--- src/rtl/ccs_pkg.sv ---
// package: offsets, field layout, reset values and current weights of the charge current bank
// assumes: included first; all design files import it whole
package ccs_pkg;
   localparam logic [6:0] CCS_DEV_ADDR = 7'h6b;
   localparam logic [7:0] CCS_OFS_FAST = 8'h02;
   localparam logic [7:0] CCS_OFS_PT = 8'h03;
   localparam logic [7:0] CCS_FAST_RST = 8'h20;
   localparam logic [7:0] CCS_PT_RST = 8'h11;
   localparam int CCS_FAST_CODE_HI = 7;
   localparam int CCS_FAST_CODE_LO = 2;
   localparam int CCS_RSVD_BIT = 1;
   localparam int CCS_FORCE_BIT = 0;
   localparam int CCS_PRE_CODE_HI = 7;
   localparam int CCS_PRE_CODE_LO = 4;
   localparam int CCS_TERM_CODE_HI = 3;
   localparam int CCS_TERM_CODE_LO = 0;
   localparam int CCS_MA_W = 13;
   localparam logic [12:0] CCS_FAST_OFS_MA = 13'h0200;
   localparam logic [12:0] CCS_PT_OFS_MA = 13'h0080;
   localparam int CCS_FAST_LSB_SHIFT = 6;
   localparam int CCS_PT_LSB_SHIFT = 7;
   localparam logic [12:0] CCS_FAST_REDUCE_DIV = 13'h0005;
   localparam int CCS_PRE_REDUCE_SHIFT = 1;

   typedef struct packed {
      logic [12:0] fastMa;
      logic [12:0] prechgMa;
      logic [12:0] termMa;
   } ccs_currents_t;
endpackage

--- src/rtl/ccs_current_decode.sv ---
// current decoder: turns the two control bytes into registered target currents in mA
// assumes: same clock and synchronised reset as the register bank
`timescale 1ns/1ps
module ccs_current_decode
   import ccs_pkg::*;
(
   // clock and reset
   input wire logic clk,
   input wire logic rstN,
   // register contents
   input wire logic [7:0] fastReg,
   input wire logic [7:0] ptReg,
   // decoded targets
   output ccs_currents_t currents
);
   logic [12:0] fastFullMa;
   logic [12:0] preFullMa;
   logic [12:0] termFullMa;
   logic forceReduced;

   assign forceReduced = fastReg[CCS_FORCE_BIT];
   assign fastFullMa = CCS_FAST_OFS_MA +
      ({7'h00, fastReg[CCS_FAST_CODE_HI:CCS_FAST_CODE_LO]} << CCS_FAST_LSB_SHIFT);
   assign preFullMa = CCS_PT_OFS_MA +
      ({9'h000, ptReg[CCS_PRE_CODE_HI:CCS_PRE_CODE_LO]} << CCS_PT_LSB_SHIFT);
   assign termFullMa = CCS_PT_OFS_MA +
      ({9'h000, ptReg[CCS_TERM_CODE_HI:CCS_TERM_CODE_LO]} << CCS_PT_LSB_SHIFT);

   always_ff @(posedge clk or negedge rstN) begin
      if (!rstN) begin
         currents <= '0;
      end else begin
         currents.fastMa <= forceReduced ? 13'(fastFullMa / CCS_FAST_REDUCE_DIV) : fastFullMa;
         currents.prechgMa <= forceReduced ? (preFullMa >> CCS_PRE_REDUCE_SHIFT) : preFullMa;
         currents.termMa <= termFullMa;
      end
   end
endmodule

--- src/rtl/ccs_charge_current_regs.sv ---
// charge current register bank with its own two-wire serial slave and current decoder
// assumes: serial pins are asynchronous to clk; testbench resolves the open-drain data wire
// Function
// - bits 7..2 of the fast charge register are a code of 64 mA steps added to 512 mA.
// - the fast charge code resets to 001000 (1024 mA) and spans 512 mA to 4544 mA.
// - with the force bit set the fast target is 20 % and precharge 50 %, else unchanged.
// - bits 7..4 of the second register are a precharge code of 128 mA steps over 128 mA.
// - bits 3..0 of the second register are a termination code of 128 mA steps over 128 mA.
// - the precharge/termination register resets to 00010001.
// - both registers are read and written over the serial bus at slave address 6bh.
`timescale 1ns/1ps
module ccs_charge_current_regs
   import ccs_pkg::*;
(
   // clock and reset
   input wire logic clk,
   input wire logic resetn,
   // serial bus pins
   input wire logic scl,
   input wire logic sdaIn,
   output logic sdaOut,
   output logic sdaOeN,
   // decoded targets to charge control
   output ccs_currents_t currents
);
   typedef enum logic [3:0] {
      ST_IDLE, ST_ADDR, ST_ADDR_ACK, ST_PTR, ST_PTR_ACK, ST_WR, ST_WR_ACK, ST_RD, ST_RD_ACK
   } ccs_state_t;

   logic [1:0] rstPipe_q;
   logic rstSyncN;
   logic [1:0] sclPipe_q;
   logic [1:0] sdaPipe_q;
   logic sclPrev_q;
   logic sdaPrev_q;
   logic sclS;
   logic sdaS;
   logic busStart;
   logic busStop;
   logic sclRise;
   logic sclFall;
   ccs_state_t st_q;
   logic [2:0] bitCnt_q;
   logic byteDone_q;
   logic [7:0] shift_q;
   logic [7:0] ptr_q;
   logic rw_q;
   logic mAck_q;
   logic wrEn_q;
   logic [7:0] wrAddr_q;
   logic [7:0] wrData_q;
   logic [7:0] fastReg_q;
   logic [7:0] ptReg_q;
   logic [7:0] rdByte;
   logic inByte;

   // reset release
   always_ff @(posedge clk or negedge resetn) begin
      if (!resetn) begin
         rstPipe_q <= 2'h0;
      end else begin
         rstPipe_q <= {rstPipe_q[0], 1'b1};
      end
   end
   assign rstSyncN = rstPipe_q[1];

   // pin synchronisers and edge history
   always_ff @(posedge clk or negedge rstSyncN) begin
      if (!rstSyncN) begin
         sclPipe_q <= 2'h3;
         sdaPipe_q <= 2'h3;
         sclPrev_q <= 1'b1;
         sdaPrev_q <= 1'b1;
      end else begin
         sclPipe_q <= {sclPipe_q[0], scl};
         sdaPipe_q <= {sdaPipe_q[0], sdaIn};
         sclPrev_q <= sclPipe_q[1];
         sdaPrev_q <= sdaPipe_q[1];
      end
   end
   assign sclS = sclPipe_q[1];
   assign sdaS = sdaPipe_q[1];
   assign busStart = sclS && sclPrev_q && sdaPrev_q && !sdaS;
   assign busStop = sclS && sclPrev_q && !sdaPrev_q && sdaS;
   assign sclRise = sclS && !sclPrev_q;
   assign sclFall = !sclS && sclPrev_q;
   assign inByte = (st_q == ST_ADDR) || (st_q == ST_PTR) || (st_q == ST_WR);

   // read mux, unmapped offsets read zero
   always_comb begin
      rdByte = 8'h00;
      if (ptr_q == CCS_OFS_FAST) begin
         rdByte = fastReg_q;
      end else if (ptr_q == CCS_OFS_PT) begin
         rdByte = ptReg_q;
      end
   end

   // serial slave sequencer
   always_ff @(posedge clk or negedge rstSyncN) begin
      if (!rstSyncN) begin
         st_q <= ST_IDLE;
         bitCnt_q <= 3'h0;
         byteDone_q <= 1'b0;
         shift_q <= 8'h00;
         ptr_q <= 8'h00;
         rw_q <= 1'b0;
         mAck_q <= 1'b0;
         sdaOeN <= 1'b1;
         wrEn_q <= 1'b0;
         wrAddr_q <= 8'h00;
         wrData_q <= 8'h00;
      end else begin
         wrEn_q <= 1'b0;
         if (busStop) begin
            st_q <= ST_IDLE;
            sdaOeN <= 1'b1;
         end else if (busStart) begin
            st_q <= ST_ADDR;
            bitCnt_q <= 3'h0;
            byteDone_q <= 1'b0;
            sdaOeN <= 1'b1;
         end else begin
            if (sclRise && inByte) begin
               shift_q <= {shift_q[6:0], sdaS};
               bitCnt_q <= bitCnt_q + 3'h1;
               if (bitCnt_q == 3'h7) begin
                  byteDone_q <= 1'b1;
               end
            end
            if (sclRise && st_q == ST_RD_ACK) begin
               mAck_q <= !sdaS;
            end
            if (sclFall) begin
               unique case (st_q)
                  ST_IDLE: begin
                  end
                  ST_ADDR: begin
                     if (byteDone_q) begin
                        byteDone_q <= 1'b0;
                        if (shift_q[7:1] == CCS_DEV_ADDR) begin
                           st_q <= ST_ADDR_ACK;
                           sdaOeN <= 1'b0;
                           rw_q <= shift_q[0];
                        end else begin
                           st_q <= ST_IDLE;
                        end
                     end
                  end
                  ST_ADDR_ACK: begin
                     if (rw_q) begin
                        shift_q <= rdByte;
                        sdaOeN <= rdByte[7];
                        bitCnt_q <= 3'h0;
                        ptr_q <= ptr_q + 8'h01;
                        st_q <= ST_RD;
                     end else begin
                        sdaOeN <= 1'b1;
                        st_q <= ST_PTR;
                     end
                  end
                  ST_PTR: begin
                     if (byteDone_q) begin
                        byteDone_q <= 1'b0;
                        ptr_q <= shift_q;
                        sdaOeN <= 1'b0;
                        st_q <= ST_PTR_ACK;
                     end
                  end
                  ST_PTR_ACK: begin
                     sdaOeN <= 1'b1;
                     st_q <= ST_WR;
                  end
                  ST_WR: begin
                     if (byteDone_q) begin
                        byteDone_q <= 1'b0;
                        wrEn_q <= 1'b1;
                        wrAddr_q <= ptr_q;
                        wrData_q <= shift_q;
                        ptr_q <= ptr_q + 8'h01;
                        sdaOeN <= 1'b0;
                        st_q <= ST_WR_ACK;
                     end
                  end
                  ST_WR_ACK: begin
                     sdaOeN <= 1'b1;
                     st_q <= ST_WR;
                  end
                  ST_RD: begin
                     if (bitCnt_q == 3'h7) begin
                        sdaOeN <= 1'b1;
                        bitCnt_q <= 3'h0;
                        st_q <= ST_RD_ACK;
                     end else begin
                        sdaOeN <= shift_q[6];
                        shift_q <= {shift_q[6:0], 1'b0};
                        bitCnt_q <= bitCnt_q + 3'h1;
                     end
                  end
                  ST_RD_ACK: begin
                     if (mAck_q) begin
                        shift_q <= rdByte;
                        sdaOeN <= rdByte[7];
                        ptr_q <= ptr_q + 8'h01;
                        st_q <= ST_RD;
                     end else begin
                        st_q <= ST_IDLE;
                     end
                  end
               endcase
            end
         end
      end
   end

   // data pin level is always low when driven
   always_ff @(posedge clk or negedge rstSyncN) begin
      if (!rstSyncN) begin
         sdaOut <= 1'b0;
      end else begin
         sdaOut <= 1'b0;
      end
   end

   // fast charge register, spare bit stored as written
   always_ff @(posedge clk or negedge rstSyncN) begin
      if (!rstSyncN) begin
         fastReg_q <= CCS_FAST_RST;
      end else if (wrEn_q && wrAddr_q == CCS_OFS_FAST) begin
         fastReg_q <= wrData_q;
      end
   end

   // precharge and termination register
   always_ff @(posedge clk or negedge rstSyncN) begin
      if (!rstSyncN) begin
         ptReg_q <= CCS_PT_RST;
      end else if (wrEn_q && wrAddr_q == CCS_OFS_PT) begin
         ptReg_q <= wrData_q;
      end
   end

   ccs_current_decode uDecode (
      .clk(clk),
      .rstN(rstSyncN),
      .fastReg(fastReg_q),
      .ptReg(ptReg_q),
      .currents(currents)
   );
endmodule

--- config.mk ---
export PLATFORM = sky130hd
export DESIGN_NAME = ccs_charge_current_regs
export DESIGN_NICKNAME = d
export VERILOG_FILES = /design/src/rtl/ccs_pkg.sv /design/src/rtl/ccs_current_decode.sv /design/src/rtl/ccs_charge_current_regs.sv
export SDC_FILE = /design/constraint.sdc
export NUM_CORES = 1
export LEC_CHECK = 0
export ABC_AREA = 1
export BUFFER_PORTS_ARGS = -buffer_cell sky130_fd_sc_hd__buf_2
export CELL_PAD_IN_SITES_DETAIL_PLACEMENT = 1
export CELL_PAD_IN_SITES_GLOBAL_PLACEMENT = 1
export CORE_MARGIN = 8
export CORE_UTILIZATION = 35
export DETAILED_ROUTE_END_ITERATION = 8
export PLACE_DENSITY_LB_ADDON = 0.1
export SYNTH_ARGS = -nofsm -noshare
export SYNTH_HDL_FRONTEND = slang
export SYNTH_SLANG_ARGS = --single-unit
--- constraint.sdc ---
create_clock -name clk -period 2.7 [get_ports clk]
set_input_delay 0.27 -clock clk [delete_from_list [all_inputs] [get_ports clk]]
set_output_delay 0.27 -clock clk [all_outputs]
set_load 0.01 [all_outputs]
==> impl_metrics.tcl, run 1 <==
set metrics [dict create \
    status "finished, violations left" \
    violations "negative setup slack" \
    cp_common_cell "nand2_4" \
    async_reset_ff_share_pct 100 \
    diodes 0 \
    grt_pass1_wl_mm 30.8 \
    holdCritStartpoint "scl" \
    crit_fanout 6 \
    drive_gt1_share_pct 37.2 \
    cp-end-kind "flip-flop" \
    final_cells 1194 \
    cts_tree "yes" \
    r2r_slack_ns -3.16 \
    reg2reg_to "uDecode.currents[26]" \
    slew-limit-headroom_pct 59.2 \
    synth_edf_count 0 \
    yosysMostFrequentCell "nand2_1" \
    r2r_cells 51 \
    die_h_microns 145 \
    rows 47 \
    drt_iter0_drc 171 \
    hold_path.class "in -> reg" \
    power_uw 2990 \
    power_switching_uw 797 \
    fmax_ghz 0.171 \
    synth_area_leaders "dfrtp_1 35%, nand2_1 12%, o21ai_0 6.9%, inv_1 6.7%, dfstp_2 4.5%" \
    gr-usage-all-layers_pct 17.5 \
    holdPathStages 1 \
    hpwlAfterDp_mm 13.8 \
    clk_latency_ns 0.36 \
    place.gp.congestion 0.842 \
    ys_seq_elements 92 \
    antenna_found_initial 0 \
    arrival_ns 6.07 \
    synth_top_family_by_area "simple AND/OR/NAND/NOR gates" \
    cp_slowest_cell "dfstp_2" \
    vdd_ir_drop_max_uv 329 \
    syn_inst 788 \
    routed_wl_mm 18.9 \
    drc_errors 0 \
    viasPerCell 4.98 \
    numPortBuffers 28 \
    yosys.area.top_type "dfrtp_1" \
    synth-compound-area-share_pct 15.1 \
    clkPwrFrac_pct 39.9 \
    die_area_sq_mm 0.0211 \
    root_buffer "clkbuf_16" \
    cts_buffers 9 \
    min_period_over_period_pct 217 \
    setup_slack_ns -3.16 \
    synth_warnings 0 \
    synthAdderAreaFrac_pct 3.42 \
    cts_max_level 3 \
    placed_cells 1139 \
    tightest_slew_ns 0.607 \
    hold_viol 0 \
    clock-sinks 92 \
    yosysSeqAreaShare_pct 39.5 \
    period_minus_slack_ns 5.86 \
    netlist_area_sq_mm 0.00586 \
    powerDensity_mw_per_mm2 364 \
    ys.flop_type "dfrtp_1" \
    post_drt_wl_per_cell_microns 15.8 \
    layout-area-overhead-vs-synth_pct 40.0 \
    path_clk_slew_ns 0.06 \
    synth.area.mux_share_pct 0.171 \
    ys_types 54 \
    initial_core_util_pct 35.6 \
    p_int_uw 2190 \
    slew_viol_final 0 \
    grt_pass1_vias 6311 \
    first_pass_iters 5 \
    power_frac_seq_pct 51.4 \
    io_pins 45 \
    yosysTopAreaCellShare_pct 35.0 \
    swShare_pct 26.7 \
    yosys.area_share.simple_pct 29.7 \
    antenna_left 0 \
    path_class "reg -> reg" \
    worstPathRequired_ns 2.91 \
    setup_viol 8 \
    grt_max_degree 33 \
    leakage_uw 0.00414 \
    avgSynthCellArea_sq_um 7.43 \
    vias 5949 \
    synth.cells.most_frequent "192 x nand2_1, 105 x inv_1, 82 x dfrtp_1, 81 x o21ai_0, 53 x nor2_1" \
    comb_power_share_pct 8.7 \
    die_width_microns 145 \
    synth_xor_xnor_area_share_pct 1.05 \
    hold_end "sclPipe_q[0]" \
    r2r-start "fastReg_q[5]" \
    worst_clock_skew_ns 0.0101 \
    clockBufferDepth 2 \
    critPathMaxStageDelay_ns 0.58 \
    rsz0062_at_grt "yes" \
    start_kind "flip-flop" \
    nets 989 \
    grt_overflow 0 \
    timing.max_cap.violations 0 \
    core_area_sq_mm 0.0165 \
]
[power by group through the flow]
stage | logic [uW] | clock network [uW] | registers, uW
2_1_floorplan | 184 | 0 | 1540
3_3_place_gp | 248 | 0 | 1550
3_5_place_dp | 258 | 0 | 1560
4_1_cts | 261 | 1240 | 1530
5_1_grt | 294 | 1280 | 1540
6_report | 261 | 1190 | 1540
[per-stage QoR]
step                      hold slack, ns  TNS (ns)  setup slack [ns]  area, sq um  utilization (%)
after floorplan                  -0.0256    -14.02             -3.27         6070                -
after global placement            0.0566    -13.63             -3.00         7180             43.6
after detailed placement          0.0591    -15.48             -3.30         7180             43.6
after CTS                        0.00251    -14.26             -3.03         7860             47.8
after global routing             0.00944    -16.74             -3.49         8200             49.8
final                             0.0204    -14.82             -3.16         8200             49.8
[per-layer routing]
layer,GRT usage (%),vias up,wire (microns)
li1,-,2912,-
met1,19.8,2902,7900
met2,32.3,90,9910
met3,3.76,45,606
met4,4.89,0,484
met5,0,-,0
[sequential cells by signal, indices dropped and copies added (netlist names), 2 cells and up]
register and cells:
uDecode.currents 24, fastReg_q 8, ptReg_q 8, ptr_q 8, shift_q 8, wrAddr_q 8
wrData_q 8, st_q 4, bitCnt_q 3, rstPipe_q 2, sclPipe_q 2, sdaPipe_q 2
[area by class of cell]
type                       count  area (sq um)
clock buffer                  12           246
clock inverter                 4          26.3
fill                        2057          8270
inverter                     116           453
multi-input combinational    564          3520
sequential                    92          2320
tap                          220           275
timing repair buffer         186          1360
[critical path, delay by kind of cell, from the launching register on]
| kind | cells | cell delay (ns) |
|---|---|---|
| AOI/OAI and AO/OA | 2 | 0.30 |
| adders and majority gates | 6 | 1.15 |
| buffers and inverters | 8 | 0.56 |
| DFF | 1 | 0.58 |
| and+or+nand+nor | 35 | 3.10 |
[how the worst max path moves through the flow]
stage                             from  cells past startpoint                   end  slack, ns
after floorplan           fastReg_q[5]                     56  uDecode.currents[26]      -3.27
after global placement    fastReg_q[5]                     52  uDecode.currents[26]      -3.00
after detailed placement  fastReg_q[5]                     52  uDecode.currents[26]      -3.30
after CTS                 fastReg_q[5]                     50  uDecode.currents[26]      -3.03
after global routing      fastReg_q[5]                     52  uDecode.currents[26]      -3.49
final                     fastReg_q[5]                     51  uDecode.currents[26]      -3.16
[placed cells by master (no fill, tap or decap), drive strengths merged, types with 6 or more instances in the layout]
cell / n
dfstp: 10
o21ai: 87
nand3: 57
a21oi: 23
nor2: 61
buf: 184
nor3: 11
conb: 17
clkbuf: 12
nand2: 220
nor4: 6
nand4: 15
inv: 114
ha: 16
dfrtp: 82
[cell families after synthesis]
| kind of cell | count (synthesis) |
|---|---|
| muxes | 1 |
| other | 2 |
| DFF | 92 |
| xor gates and xnor gates | 7 |
| AOI/OAI and AO/OA | 148 |
| and+or+nand+nor | 375 |
| buffers and inverters | 147 |
| adders and majority gates | 16 |
[what timing repair did]
item	4_1_cts	5_1_grt
gates resized for setup	63	57
endpoints found under the setup margin	8	14
endpoints found under the hold margin	3	0
setup buffers	23	17
pin swaps	50	42
hold buffers	2	0
(Power assumes the default switching activity.)
==> run 2, diff against run 1 <==
Settings changed: GPL_TIMING_DRIVEN from default to 0, SKIP_CTS_REPAIR_TIMING from default to 1.
==> impl_metrics.tcl, run 2 (synthesized netlist as in run 1, its figures left out) <==
set metrics [dict create \
    status "finished, violations left" \
    violations "negative setup slack" \
    path_clk_slew_ns 0.07 \
    clock-sinks 92 \
    largest_register "uDecode.currents" \
    antenna_found_initial 0 \
    critPathMaxStageDelay_ns 0.57 \
    core_area_sq_mm 0.0165 \
    die_h_microns 145 \
    io_pins 45 \
    post_drt_wl_per_cell_microns 15.4 \
    cts_max_level 3 \
    first_pass_iters 4 \
    routed_wl_mm 17.2 \
    worst_clock_skew_ns 0.00847 \
    hold_path.class "reg -> async" \
    layout-area-overhead-vs-synth_pct 29.9 \
    clockBufferDepth 2 \
    grt_overflow 0 \
    setup_slack_ns -3.57 \
    root_buffer "clkbuf_16" \
    cp_slowest_cell "dfstp_2" \
    die_area_sq_mm 0.0211 \
    period_minus_slack_ns 6.27 \
    cts_buffers 9 \
    slew-limit-headroom_pct 54.2 \
    viasPerCell 4.94 \
    crit_fanout 8 \
    leakage_uw 0.00372 \
    fin_util_pct 46.2 \
    timing.max_cap.violations 0 \
    cts_tree "yes" \
    vdd_ir_drop_max_uv 319 \
    slew_viol_final 0 \
    diodes 0 \
    drt_iter0_drc 200 \
    timing.hold.ws_ns 0.226 \
    hold_viol 0 \
    finalSetupTns_ns -16.60 \
    antenna_left 0 \
    worstPathRequired_ns 2.93 \
    setup_viol 8 \
    vias 5518 \
    place.gp.congestion 0.820 \
    grt_max_degree 70 \
    placed_cells 1052 \
    initial_core_util_pct 35.6 \
    powerDensity_mw_per_mm2 399 \
    arrival_ns 6.50 \
    tightest_slew_ns 0.684 \
    min_period_over_period_pct 232 \
    die_width_microns 145 \
    rsz0062_at_grt "yes" \
    layout_common_cells "168 x nand2_1, 97 x inv_1, 81 x dfrtp_1" \
    path_class "reg -> reg" \
    gr-usage-all-layers_pct 15.8 \
    cp_common_cell "nand2_4" \
    fmax_ghz 0.160 \
    rows 47 \
    grt_pass1_wl_mm 27.8 \
    numPortBuffers 28 \
    start_kind "flip-flop" \
    final_cells 1117 \
    drc_errors 0 \
    nets 912 \
    clk_latency_ns 0.35 \
    drive_gt1_share_pct 27.5 \
    final_common_cell "nand2_1" \
    largest_reg_flops 24 \
    hpwlAfterDp_mm 12.7 \
    cp-end-kind "flip-flop" \
    grt_pass1_vias 5609 \
]
==> run 2: cell types whose count changed in the layout (fill, tap and decap cells not counted), moves of 3 or more <==
cell and change:
inv_2 -7, nand2_4 -3, nand2_1 +15, nor2_4 +3
nand3_4 -3, nor2_2 -3, nand2_2 -15, buf_4 -91
nand3_1 +7, clkbuf_1 +10, nand2_8 +3, buf_8 +3
nand3_2 -4
==> run 2: worst max-delay path, delay by kind of cell (launching register included) <==
kind | cells | cell delay [ns]
adders and majority gates | 6 | 1.00
AOI/OAI and AO/OA | 2 | 0.23
and+or+nand+nor | 36 | 3.41
buffers and inverters | 10 | 0.87
DFF | 1 | 0.57
==> run 2: layer usage <==
layer,GRT usage (%),vias up,share of wire (%)
met3,3.33,13,2.6
met4,3.90,0,1.1
met2,28.2,57,52
li1,-,2763,-
met1,18.9,2685,44
met5,0,-,0
==> run 2: final timing paths <==
kind,startpoint,endpoint,slack (ns),depth (start not counted)
setup / recovery,fastReg_q[5],uDecode.currents[26],-3.57,54
hold / removal,rstPipe_q[1],bitCnt_q[1],0.23,0
setup reg to reg,fastReg_q[5],uDecode.currents[26],-3.57,54
hold reg to reg,rstPipe_q[1],bitCnt_q[1],0.23,0
max in group asynchronous,rstPipe_q[1],ptReg_q[0],1.78,1
min in group clk,rstPipe_q[0],rstPipe_q[1],0.35,0
==> run 2: power by group <==
part           switching, uW  leakage, uW  internal [uW]  total (uW)
combinational            181      0.00237            101         282
clock                    544     0.000136            676        1220
sequential              75.9      0.00122           1460        1530
==> run 2: metrics by stage <==
stage | worst slack, ns | area, sq um | power (uW)
6_report | -3.57 | 7610 | 3030
2_1_floorplan | -3.27 | 6070 | 1730
3_5_place_dp | -4.11 | 6520 | 1840
3_3_place_gp | -3.97 | 6490 | 1820
5_1_grt | -3.93 | 7610 | 3170
4_1_cts | -4.16 | 6800 | 3070
==> run 2: layout make-up <==
class                           count  area, sq um
Fill cell                        2041         8860
Multi-Input combinational cell    564         3490
Sequential cell                    92         2320
Timing Repair Buffer               78          554
Inverter                          116          469
Tap cell                          220          275
Clock buffer                       13          260
Buffer                             31          223
Clock inverter                      3         21.3
==> run 3, diff against run 2 <==
Clock period 2.7 ns to 8.1 ns, I/O delays scaled along.
==> impl_metrics.tcl, run 3 (synthesized netlist as in run 1, its figures left out) <==
set metrics [dict create \
    largest_register "uDecode.currents" \
    swShare_pct 23.7 \
    diodes 0 \
    clkPwrFrac_pct 45.0 \
    core_area_sq_mm 0.0165 \
    worst_clock_skew_ns 0.00632 \
    largest_reg_flops 24 \
    critPathMaxStageDelay_ns 0.55 \
    crit_start "fastReg_q[5]" \
    finalSetupTns_ns 0 \
    gr-usage-all-layers_pct 15.6 \
    die_h_microns 145 \
    setup_viol 0 \
    r2r_cells 56 \
    slew_viol_final 0 \
    p_int_uw 836 \
    vdd_ir_drop_max_uv 121 \
    vias 5286 \
    clk_latency_ns 0.34 \
    numPortBuffers 28 \
    die_width_microns 145 \
    fillCellCount 2057 \
    r2r_slack_ns 0.72 \
    layout_common_cells "191 x nand2_1, 103 x inv_1, 81 x o21ai_0, 81 x dfrtp_1, 53 x nor2_1" \
    place.gp.congestion 0.822 \
    initial_core_util_pct 35.6 \
    grt_pass1_wl_mm 27.5 \
    cp-end-kind "flip-flop" \
    root_buffer "clkbuf_16" \
    dp_slack_ns 0.405 \
    crit_family "simple AND/OR/NAND/NOR gates" \
    reg2reg_to "uDecode.currents[26]" \
    leakage_uw 0.00344 \
    period_minus_slack_ns 7.38 \
    power_uw 1100 \
    critPathCapture "uDecode.currents[26]" \
    setup_slack_ns 0.719 \
    drc_errors 0 \
    final_common_cell "nand2_1" \
    worst-path-buf-inv 11 \
    die_area_sq_mm 0.0211 \
    fmax_ghz 0.135 \
    r2r-start "fastReg_q[5]" \
    tightest_slew_ns 0.672 \
    worstPathRequired_ns 8.33 \
    grt_max_degree 63 \
    drive_gt1_share_pct 16.6 \
    hpwlAfterDp_mm 12.7 \
    grt_pass1_vias 5519 \
    min_period_over_period_pct 91.1 \
    critical_path_depth 56 \
    antenna_found_initial 0 \
    power_frac_seq_pct 46.6 \
    slew-limit-headroom_pct 55.0 \
    start_kind "flip-flop" \
    arrival_ns 7.61 \
    io_pins 45 \
    timing.max_cap.violations 0 \
    cts_tree "yes" \
    clock-sinks 92 \
    grt_overflow 0 \
    rows 47 \
    routed_wl_mm 16.0 \
    post_drt_wl_per_cell_microns 14.9 \
    path_clk_slew_ns 0.07 \
    hold_viol 0 \
    path_class "reg -> reg" \
    timing.hold.ws_ns 0.234 \
    status "complete, no violations" \
    comb_power_share_pct 8.4 \
    cp_common_cell "nand2_1" \
    powerDensity_mw_per_mm2 162 \
    crit_fanout 10 \
    cp_slowest_cell "dfstp_2" \
    viasPerCell 4.94 \
    hold_path.class "in -> async" \
    nets 865 \
    antenna_left 0 \
    cts_max_level 3 \
    clockBufferDepth 2 \
    cts_buffers 9 \
    first_pass_iters 4 \
    drt_iter0_drc 186 \
    power_switching_uw 259 \
    layout-area-overhead-vs-synth_pct 15.1 \
]
[run 3: cell count changes in the layout (fill, tap and decap cells not counted), sizes merged]
| cell | previous run | this run |
|---|---|---|
| buf | 96 | 52 |
| bufinv | 0 | 3 |
| dlygate4sd3 | 3 | 0 |
| clkinvlp | 2 | 0 |
| clkbuf | 23 | 22 |
| clkinv | 5 | 4 |
| inv | 112 | 113 |
[run 3: stage by stage]
step / area [sq um] / std cells / util, %
floorplan: 5910 / 803 / -
global placement: 6330 / 1051 / 38.4
detailed placement: 6360 / 1052 / 38.6
CTS: 6710 / 1068 / 40.8
global route: 6740 / 1070 / 40.9
finish: 6740 / 1070 / 40.9
[run 3: layer usage]
layer	part of all wire [%]	up-vias	wire, microns	track usage (%)
met2	50	51	7970	27.2
met3	2.5	10	404	2.86
met4	0.89	0	143	3.59
li1	-	2668	-	-
met5	0	-	0	0
met1	47	2557	7470	19.5
[run 3: how the worst min path moves through the flow]
stage / startpoint / to / slack (ns)
3_5_place_dp: rstPipe_q[1] / uDecode.currents[38] / 0.28
3_3_place_gp: rstPipe_q[0] / rstPipe_q[1] / 0.34
4_1_cts: resetn / rstPipe_q[1] / 0.22
5_1_grt: resetn / rstPipe_q[1] / 0.22
2_1_floorplan: rstPipe_q[0] / rstPipe_q[1] / 0.33
6_report: resetn / rstPipe_q[1] / 0.23
[run 3: layout make-up]
type | instances | area, sq um | share of cell area (%)
Clock inverter | 4 | 95.1 | 1.41
Sequential cell | 92 | 2320 | 34.4
Timing Repair Buffer | 31 | 183 | 2.71
Buffer | 31 | 204 | 3.02
Multi-Input combinational cell | 564 | 2980 | 44.1
Inverter | 116 | 435 | 6.46
Clock buffer | 12 | 256 | 3.80
Tap cell | 220 | 275 | 4.08
[run 3: power groups by stage]
stage	sequential, uW	clock [uW]	combinational [uW]
2_1_floorplan	515	0	61.4
3_3_place_gp	524	0	82.7
3_5_place_dp	519	0	92.9
4_1_cts	511	507	93.6
5_1_grt	515	520	106
6_report	511	493	92.1
[run 3: worst reg2reg max path: cells and delay by family, from the launching register on]
kind,cells,cell delay [ns]
buffers and inverters,11,1.33
flip-flops,1,0.55
AO/OA/AOI/OAI,1,0.07
adder cells (fa/ha/maj),7,1.69
AND/OR/NAND/NOR,37,3.66
